`src/include/serial_port_defines.svh`:
```
// Constants of the dual I2C / SPI register access port
`ifndef SERIAL_PORT_DEFINES_SVH
`define SERIAL_PORT_DEFINES_SVH

`define I2C_ADDR_UPPER     6'h2E
`define CTRL_ONE_ADDR      7'h10
`define CTRL_TWO_ADDR      7'h11
`define CTRL_ONE_RESET     8'h00
`define CTRL_TWO_RESET     8'h10
`define THREE_WIRE_BIT     0
`define AUTO_INC_BIT       4
`define BYTE_BITS          4'h8
`define BUF_DEPTH          2'h2

`endif

```
`src/include/serial_port_pkg.sv`:
```
// Types shared by the serial register port
`default_nettype none
package serial_port_pkg;

  // One-hot protocol states
  typedef enum logic [5:0] {
    S_IDLE     = 6'h01,
    S_I2C_ADDR = 6'h02,
    S_I2C_PTR  = 6'h04,
    S_I2C_WR   = 6'h08,
    S_I2C_RD   = 6'h10,
    S_SPI      = 6'h20
  } port_state_t;

  // Buffered register write: address and byte
  typedef logic [14:0] wr_word_t;

endpackage
`default_nettype wire

```
`src/hdl/dual_serial_register_port.sv`:
```
// Slave register access port over I2C or 3/4-wire SPI, sharing one set of pads
`timescale 1ns/1ps
`default_nettype none
`include "serial_port_defines.svh"

module dual_serial_register_port
  import serial_port_pkg::*;
(
  input  wire logic       sys_clk,
  input  wire logic       rst_b,
  input  wire logic       cs_pin,
  input  wire logic       scl_pin,
  input  wire logic       sda_in,
  output var  logic       sda_out,
  output var  logic       sda_oe,
  input  wire logic       sdo_in,
  output var  logic       sdo_out,
  output var  logic       sdo_oe,
  output var  logic [6:0] rd_addr,
  input  wire logic [7:0] rd_data,
  output var  logic       rd_strobe,
  output logic            wr_valid,
  input  wire logic       wr_ready,
  output logic      [6:0] wr_addr,
  output logic      [7:0] wr_data,
  output logic            three_wire_select,
  output logic            addr_auto_increment
);

  // Pin synchronisers; stage 1 feeds stage 2 only, stage 3 is for edges
  logic [1:0] cs_sync_r;            // Mode select needs no edge stage
  logic [2:0] scl_sync_r;
  logic [2:0] sda_sync_r;
  logic [1:0] lsb_sync_r;

  // Protocol state
  port_state_t state_r, state_nxt;
  logic [3:0] cnt_r, cnt_nxt;       // Bit count within a byte
  logic       ack_r, ack_nxt;       // In acknowledge slot
  logic [7:0] sh_r, sh_nxt;         // Shift register
  logic [6:0] ptr_r, ptr_nxt;       // Register address
  logic       rw_r, rw_nxt;         // Direction, 1 = read
  logic       hdr_r, hdr_nxt;       // SPI command byte done
  logic       nak_r, nak_nxt;       // Master refused last byte
  logic       tx_en_r, tx_en_nxt;   // Device owns data line
  logic       tx_bit_r, tx_bit_nxt; // Bit being presented
  logic       strobe_nxt;
  logic       sda_out_nxt, sda_oe_nxt, sdo_out_nxt, sdo_oe_nxt;

  // Local control registers
  logic [7:0] ctrl1_r, ctrl1_nxt;
  logic [7:0] ctrl2_r, ctrl2_nxt;

  // Two-entry write buffer
  wr_word_t   buf_r [2];
  wr_word_t   buf_nxt [2];
  logic       head_r, head_nxt;
  logic [1:0] count_r, count_nxt;

  // Sampled views of the pins
  logic cs_hi, scl_hi, scl_rise, scl_fall, sda_hi, start_cond, stop_cond;
  logic [6:0] own_addr;
  logic       inc;
  logic       push;
  wr_word_t   push_word;
  logic       pop;

  assign cs_hi      = cs_sync_r[1];
  assign scl_hi     = scl_sync_r[1];
  assign sda_hi     = sda_sync_r[1];
  assign scl_rise   = scl_sync_r[1] & ~scl_sync_r[2];
  assign scl_fall   = ~scl_sync_r[1] & scl_sync_r[2];
  assign start_cond = scl_hi & scl_sync_r[2] & ~sda_hi & sda_sync_r[2];
  assign stop_cond  = scl_hi & scl_sync_r[2] & sda_hi & ~sda_sync_r[2];
  assign own_addr   = {`I2C_ADDR_UPPER, lsb_sync_r[1]};
  assign inc        = ctrl2_r[`AUTO_INC_BIT];
  assign pop        = (count_r != 2'h0) & wr_ready;

  assign three_wire_select   = ctrl1_r[`THREE_WIRE_BIT];
  assign addr_auto_increment = ctrl2_r[`AUTO_INC_BIT];
  assign wr_valid = (count_r != 2'h0);
  assign wr_addr  = buf_r[head_r][14:8];
  assign wr_data  = buf_r[head_r][7:0];

  // Read value: local controls answer here, the rest from the user side
  function automatic logic [7:0] rd_value(input logic [6:0] a, input logic [7:0] c1,
                                          input logic [7:0] c2, input logic [7:0] ext);
    if (a == `CTRL_ONE_ADDR) begin
      rd_value = c1;
    end else if (a == `CTRL_TWO_ADDR) begin
      rd_value = c2;
    end else begin
      rd_value = ext;
    end
  endfunction

  // Double-flop every pad, the link clock included
  always_ff @(posedge sys_clk or negedge rst_b) begin
    if (!rst_b) begin
      cs_sync_r  <= 2'h3;
      scl_sync_r <= 3'h7;
      sda_sync_r <= 3'h7;
      lsb_sync_r <= 2'h0;
    end else begin
      cs_sync_r  <= {cs_sync_r[0], cs_pin};
      scl_sync_r <= {scl_sync_r[1:0], scl_pin};
      sda_sync_r <= {sda_sync_r[1:0], sda_in};
      lsb_sync_r <= {lsb_sync_r[0], sdo_in};
    end
  end

  // Next-state logic for both protocols, controls and write buffer
  always_comb begin
    state_nxt  = state_r;
    cnt_nxt    = cnt_r;
    ack_nxt    = ack_r;
    sh_nxt     = sh_r;
    ptr_nxt    = ptr_r;
    rw_nxt     = rw_r;
    hdr_nxt    = hdr_r;
    nak_nxt    = nak_r;
    tx_en_nxt  = tx_en_r;
    tx_bit_nxt = tx_bit_r;
    strobe_nxt = 1'b0;
    push       = 1'b0;
    push_word  = '0;
    ctrl1_nxt  = ctrl1_r;
    ctrl2_nxt  = ctrl2_r;
    if (!cs_hi) begin
      if (state_r != S_SPI) begin
        // CS just fell: fresh SPI frame, I2C abandoned
        state_nxt = S_SPI;
        cnt_nxt   = 4'h0;
        hdr_nxt   = 1'b0;
        tx_en_nxt = 1'b0;
        ack_nxt   = 1'b0;
      end else begin
        if (scl_rise) begin
          if (!(hdr_r & rw_r)) begin
            sh_nxt = {sh_r[6:0], sda_hi};
          end
          cnt_nxt = {1'b0, cnt_r[2:0] + 3'h1};
          if (cnt_r[2:0] == 3'h7) begin
            if (!hdr_r) begin
              hdr_nxt = 1'b1;
              rw_nxt  = sh_nxt[7];
              ptr_nxt = sh_nxt[6:0];
            end else if (!rw_r) begin
              push      = 1'b1;
              push_word = {ptr_r, sh_nxt};
              ptr_nxt   = ptr_r + {6'h00, inc};
            end
          end
        end
        if (scl_fall && hdr_r && rw_r) begin
          tx_en_nxt = 1'b1;
          if (cnt_r[2:0] == 3'h0) begin
            // Start of each read byte: fetch and present MSB
            sh_nxt     = rd_value(ptr_r, ctrl1_r, ctrl2_r, rd_data);
            tx_bit_nxt = sh_nxt[7];
            strobe_nxt = 1'b1;
            ptr_nxt    = ptr_r + {6'h00, inc};
          end else begin
            sh_nxt     = {sh_r[6:0], 1'b0};
            tx_bit_nxt = sh_r[6];
          end
        end
      end
    end else if (state_r == S_SPI) begin
      // CS rose: frame over, release everything
      state_nxt = S_IDLE;
      tx_en_nxt = 1'b0;
    end else if (start_cond) begin
      state_nxt = S_I2C_ADDR;
      cnt_nxt   = 4'h0;
      ack_nxt   = 1'b0;
      tx_en_nxt = 1'b0;
    end else if (stop_cond) begin
      state_nxt = S_IDLE;
      tx_en_nxt = 1'b0;
    end else if (state_r != S_IDLE) begin
      // Edge spacing at 400 kHz is dozens of sys_clk cycles
      if (scl_rise) begin
        if (ack_r) begin
          nak_nxt = sda_hi;
        end else if (cnt_r < `BYTE_BITS) begin
          if (state_r != S_I2C_RD) begin
            sh_nxt = {sh_r[6:0], sda_hi};
          end
          cnt_nxt = cnt_r + 4'h1;
        end
      end
      if (scl_fall) begin
        if (ack_r) begin
          // End of acknowledge slot
          ack_nxt   = 1'b0;
          cnt_nxt   = 4'h0;
          tx_en_nxt = 1'b0;
          case (state_r)
            S_I2C_ADDR: begin
              state_nxt = rw_r ? S_I2C_RD : S_I2C_PTR;
            end
            S_I2C_PTR: begin
              state_nxt = S_I2C_WR;
            end
            S_I2C_RD: begin
              if (nak_r) begin
                state_nxt = S_IDLE;
              end
            end
            default: begin
            end
          endcase
          if (state_nxt == S_I2C_RD) begin
            sh_nxt     = rd_value(ptr_r, ctrl1_r, ctrl2_r, rd_data);
            tx_bit_nxt = sh_nxt[7];
            tx_en_nxt  = 1'b1;
            strobe_nxt = 1'b1;
            ptr_nxt    = ptr_r + {6'h00, inc};
          end
        end else if (cnt_r == `BYTE_BITS) begin
          // Eighth bit done: enter acknowledge slot
          ack_nxt    = 1'b1;
          tx_bit_nxt = 1'b0;
          tx_en_nxt  = 1'b1;
          case (state_r)
            S_I2C_ADDR: begin
              if (sh_r[7:1] == own_addr) begin
                rw_nxt = sh_r[0];
              end else begin
                state_nxt = S_IDLE;
                ack_nxt   = 1'b0;
                tx_en_nxt = 1'b0;
              end
            end
            S_I2C_PTR: begin
              ptr_nxt = sh_r[6:0];
            end
            S_I2C_WR: begin
              if (count_r != `BUF_DEPTH) begin
                push      = 1'b1;
                push_word = {ptr_r, sh_r};
                ptr_nxt   = ptr_r + {6'h00, inc};
              end else begin
                // Buffer full: refuse the byte rather than lose it
                state_nxt = S_IDLE;
                ack_nxt   = 1'b0;
                tx_en_nxt = 1'b0;
              end
            end
            default: begin
              tx_en_nxt = 1'b0; // Master acknowledges a read byte
            end
          endcase
        end else if (state_r == S_I2C_RD) begin
          sh_nxt     = {sh_r[6:0], 1'b0};
          tx_bit_nxt = sh_r[6];
        end
      end
    end
    // Local control registers snoop every pushed write, even one lost to a full buffer
    if (push && push_word[14:8] == `CTRL_ONE_ADDR) begin
      ctrl1_nxt = push_word[7:0];
    end
    if (push && push_word[14:8] == `CTRL_TWO_ADDR) begin
      ctrl2_nxt = push_word[7:0];
    end
    // Two-entry buffer; SPI cannot stall, so a push into a full buffer is lost
    buf_nxt   = buf_r;
    head_nxt  = head_r ^ pop;
    count_nxt = count_r;
    if (push && count_r != `BUF_DEPTH) begin
      buf_nxt[head_r ^ count_r[0]] = push_word;
      count_nxt = count_r + 2'h1;
    end
    if (pop) begin
      count_nxt = count_nxt - 2'h1;
    end
    // Pad drive: I2C open drain, SPI on SERIAL_DATA_OUT or shared data pin
    if (state_nxt == S_SPI) begin
      sda_oe_nxt  = tx_en_nxt & ctrl1_r[`THREE_WIRE_BIT];
      sda_out_nxt = tx_bit_nxt;
      sdo_oe_nxt  = tx_en_nxt & ~ctrl1_r[`THREE_WIRE_BIT];
    end else begin
      sda_oe_nxt  = tx_en_nxt & ~tx_bit_nxt;
      sda_out_nxt = 1'b0;
      sdo_oe_nxt  = 1'b0;
    end
    sdo_out_nxt = tx_bit_nxt;
  end

  // Register all state and pad drives
  always_ff @(posedge sys_clk or negedge rst_b) begin
    if (!rst_b) begin
      state_r   <= S_IDLE;
      cnt_r     <= 4'h0;
      ack_r     <= 1'b0;
      sh_r      <= 8'h00;
      ptr_r     <= 7'h00;
      rw_r      <= 1'b0;
      hdr_r     <= 1'b0;
      nak_r     <= 1'b0;
      tx_en_r   <= 1'b0;
      tx_bit_r  <= 1'b0;
      rd_strobe <= 1'b0;
      sda_out   <= 1'b0;
      sda_oe    <= 1'b0;
      sdo_out   <= 1'b0;
      sdo_oe    <= 1'b0;
      ctrl1_r   <= `CTRL_ONE_RESET;
      ctrl2_r   <= `CTRL_TWO_RESET;
      buf_r[0]  <= '0;
      buf_r[1]  <= '0;
      head_r    <= 1'b0;
      count_r   <= 2'h0;
    end else begin
      state_r   <= state_nxt;
      cnt_r     <= cnt_nxt;
      ack_r     <= ack_nxt;
      sh_r      <= sh_nxt;
      ptr_r     <= ptr_nxt;
      rw_r      <= rw_nxt;
      hdr_r     <= hdr_nxt;
      nak_r     <= nak_nxt;
      tx_en_r   <= tx_en_nxt;
      tx_bit_r  <= tx_bit_nxt;
      rd_strobe <= strobe_nxt;
      sda_out   <= sda_out_nxt;
      sda_oe    <= sda_oe_nxt;
      sdo_out   <= sdo_out_nxt;
      sdo_oe    <= sdo_oe_nxt;
      ctrl1_r   <= ctrl1_nxt;
      ctrl2_r   <= ctrl2_nxt;
      buf_r     <= buf_nxt;
      head_r    <= head_nxt;
      count_r   <= count_nxt;
    end
  end

  // Address the user side must answer for
  assign rd_addr = ptr_r;

endmodule
`default_nettype wire

```
`config.mk`:
```
export PLATFORM = sky130hd
export DESIGN_NAME = dual_serial_register_port
export DESIGN_NICKNAME = d
export VERILOG_FILES = /design/src/include/serial_port_pkg.sv /design/src/hdl/dual_serial_register_port.sv
export VERILOG_INCLUDE_DIRS = /design/src /design/src/include
export SDC_FILE = /design/constraint.sdc
export NUM_CORES = 1
export LEC_CHECK = 0
export ABC_AREA = 1
export BUFFER_PORTS_ARGS = -buffer_cell sky130_fd_sc_hd__buf_2
export CAP_MARGIN = 15
export CORE_MARGIN = 2
export CORE_UTILIZATION = 60
export DETAILED_ROUTE_END_ITERATION = 10
export PLACE_DENSITY = 0.86
export SETUP_SLACK_MARGIN = 0.02
export SYNTH_ARGS = -nofsm -noshare
export SYNTH_HDL_FRONTEND = slang
export SYNTH_SLANG_ARGS = --single-unit
```
`constraint.sdc`:
```
create_clock -name sys_clk -period 5.95 [get_ports sys_clk]
set_input_delay 0.2975 -clock sys_clk [delete_from_list [all_inputs] [get_ports sys_clk]]
set_output_delay 0.2975 -clock sys_clk [all_outputs]
set_load 0.01 [all_outputs]
```
==> results.md <==
* Status: finished clean
* Ys flop type: dfrtp_1
* Full die area at 10800 µm²
* R2R Setup Slk at 3.07 ns
* Syn nets at 863
* Tightest Hold Check Type: in -> reg
* Num CTS Buffers at 9
* Die Ht at 104 µm
* Vias at approximately 5700
* 1st-pass router iterations at 5
* Unrepaired setup endpoints after global routing: false
* Static Leak at 3.27 nW
* Setup CP Type: reg -> reg
* Period utilization at 0.484
* # DRC at 0
* Starting density of the core at 0.618
* CTS tree: yes
* Most numerous cell on the critical path: nand2_1
* Critical path required time at 6.21 ns
* Delay-heaviest family, CP: flip-flops
* Cells along the critical path: inv_1 > ha_1 > nor3_1 > nand2_1 > nor2_4 > inv_2 > nand2_1 > o21ai_0
* First-pass GRT wire length at 25300 µm
* Post-Synthesis Cell Area at 6010 µm²
* Number of antenna violations at the first check in global routing at 0
* Total Neg Setup Slack at 0 ns
* Gpl congestion at 0.922
* Fillers at 896
* Clock buffer depth at 2
* Clk slew on worst S/H paths at 0.10 ns
* DR iter-0 viols at ~500
* Final net count at between 800 and 900
* Synth cell count leaders: nand2_1 (279), inv_1 (88), dfrtp_1 (84)
* Max Cap Violations at 0
* Placed instance count at 993
* Cts repair resizes at 0
* Design Power at 0.00210 W
* Maximum VDD drop at 0.149 mV
* Vias in the first global route at 5259
* Startpoint Class: register
* Worst slew margin at 0.381
* Die boundary width at ~100 µm
* Grt ovf at 0
* Cell with the most instances after synthesis: nand2_1
* H-tree Lvls at 3
* WL per Instance at approximately 15 µm
* Multi-input gate area at between 3000 and 4000 µm²
* Netlist cell types at 43
* Yosys top cell area share at 0.350
* Largest net degree at the start of global routing at 67
* Layout area overhead at 8.62%
* YS warnings at 0
* Cell taking the most area after synthesis: dfrtp_1
* CTS Root Cell: clkbuf_8
* Crit path max fanout at 31
* Non-Filler Instances at ~1000
* CP max stage delay at 0.90 ns
* Clk_lat worst skew at 0.37 ns
* Hold Violations, Final at 0
* Worst path arrival time at 3.14 ns
* Setup Viol. Count Final at 0
* Top cells by area, synth: dfrtp_1 (35%), nand2_1 (17%), inv_1 (5.5%), o21ai_0 (4.7%), dfstp_2 (4.4%)
* Sequential cell area at 2360 µm²
* Avg Cell Area, Syn at 7.16 µm²
* Critical path buffer and inverter count at 2
* Fraction of layout cells with a size suffix above 1 at 0.153
* Global Route Usage Sum at 0.287
* Min Tclk post-route at 2.88 ns
* Peak Freq at 347 MHz
* Total wire length at ~15000 µm
* I/O Buffers at 44
* Seq/Total Area, Yosys at 0.394
* Num ports at 45
* Core area at 9730 µm²
* Async S/R FF share, synth at 1.00
* N_diodes at 0
* Placed wire-length estimate at 10800 µm
* Critical Path Sink Type: register
* Critical-path top delay cell: dfstp_2
* Tightest Pin Transition at 0.928 ns
* Post-synth EDFFs at 0
* Clock sink total at 94
* Final Skew at 0.0103 ns
* DRT antenna net count at 0
* Row Count at 36
* Mapped Cells at 839
* PD cells at 322 nW/µm²
* Number of vias per cell at 5.68
* Final-report max-slew violation count at 0
* #FFs+latches synth at 94
## per-layer routing
layer,up-vias,wire length [µm],track usage
met4,0,674,0.142
met1,2608,6440,0.386
met3,68,1140,0.0432
li1,2792,-,-
met2,264,6800,0.455
met5,-,0,0
## path summary, 6_finish.rpt
| check | cells after the start | startpoint | endpoint |
|---|---|---|---|
| worst max-delay path | 8 | cs_sync_r[1]$_DFF_PN1_ | rd_addr[4]$_DFFE_PN0P_ |
| worst min-delay path | 1 | cs_pin | cs_sync_r[0]$_DFF_PN1_ |
| worst max register to register | 8 | cs_sync_r[1]$_DFF_PN1_ | rd_addr[4]$_DFFE_PN0P_ |
| worst min register to register | 0 | scl_sync_r[0]$_DFF_PN1_ | scl_sync_r[1]$_DFF_PN1_ |
| max in group asynchronous | 3 | rst_b | ctrl2_r[5]$_DFFE_PN0P_ |
| min in group asynchronous | 2 | rst_b | state_r[4]$_DFF_PN0_ |
## power by group
part           switching, W  leakage (nW)  total (W)  internal [W]
logic              0.000493          1.91   0.000716      0.000223
registers          0.000138          1.24   0.000855      0.000717
clock network      0.000238         0.124   0.000531      0.000294
total              0.000868          3.27    0.00210       0.00123
## area by class of cell
type | count | share of cell area
Inverter | 98 | 0.0567
Clock inverter | 6 | 0.0176
Multi-Input combinational cell | 622 | 0.479
Sequential cell | 94 | 0.362
Timing Repair Buffer | 47 | 0.0380
Clock buffer | 10 | 0.0211
Tap cell | 133 | 0.0255
## timing repair
action / 4_1_cts / 5_1_grt
setup endpoints to repair: 0 / 0
hold endpoints to repair: 26 / 0
hold buffers: 1 / 0
buffers inserted: 0 / 0
## sequential cells by signal, summed over array words and instances, names as in the netlist, 2 cells and up
signal	count
ctrl1_r	8
state_r	6
buf_r	30
ctrl2_r	8
lsb_sync_r	2
cs_sync_r	2
count_r	2
scl_sync_r	3
sh_r	8
sda_sync_r	3
rd_addr	7
cnt_r	4
## per-stage QoR
stage	utilization	hold slack, ns	worst slack, ns	cell area, µm²
2_1_floorplan	-	0.00191	3.74	6010
3_3_place_gp	0.644	0.239	3.28	6260
3_5_place_dp	0.644	0.238	3.22	6260
4_1_cts	0.671	0.00880	3.13	6530
5_1_grt	0.671	0.00435	2.89	6530
6_report	0.671	0.0190	3.07	6530
## layout by cell type (no fill, tap or decap), drive strengths merged, types with 2 or more instances in the layout
| cell type | n |
|---|---|
| a21oi | 40 |
| a22oi | 2 |
| a31oi | 2 |
| buf | 46 |
| bufinv | 3 |
| clkbuf | 10 |
| clkinv | 3 |
| dfrtp | 84 |
| dfstp | 10 |
| ha | 9 |
| inv | 97 |
| nand2 | 290 |
| nand3 | 44 |
| nand3b | 8 |
| nand4 | 11 |
| nor2 | 71 |
| nor3 | 15 |
| o211ai | 7 |
| o21ai | 94 |
| o22ai | 16 |
| o31ai | 2 |
| xor2 | 6 |
## cell families (layout without fill, tap and decap cells)
group,count (synthesis),in the layout,synth area share
flip-flops,94,94,0.394
AND/OR/NAND/NOR,440,440,0.330
adder cells (fa/ha/maj),9,9,0.0187
buffers and inverters,123,161,0.0864
AO/OA/AOI/OAI,166,166,0.162
XOR/XNOR,7,7,0.0102
No activity file was read; power rests on OpenSTA's default activity.
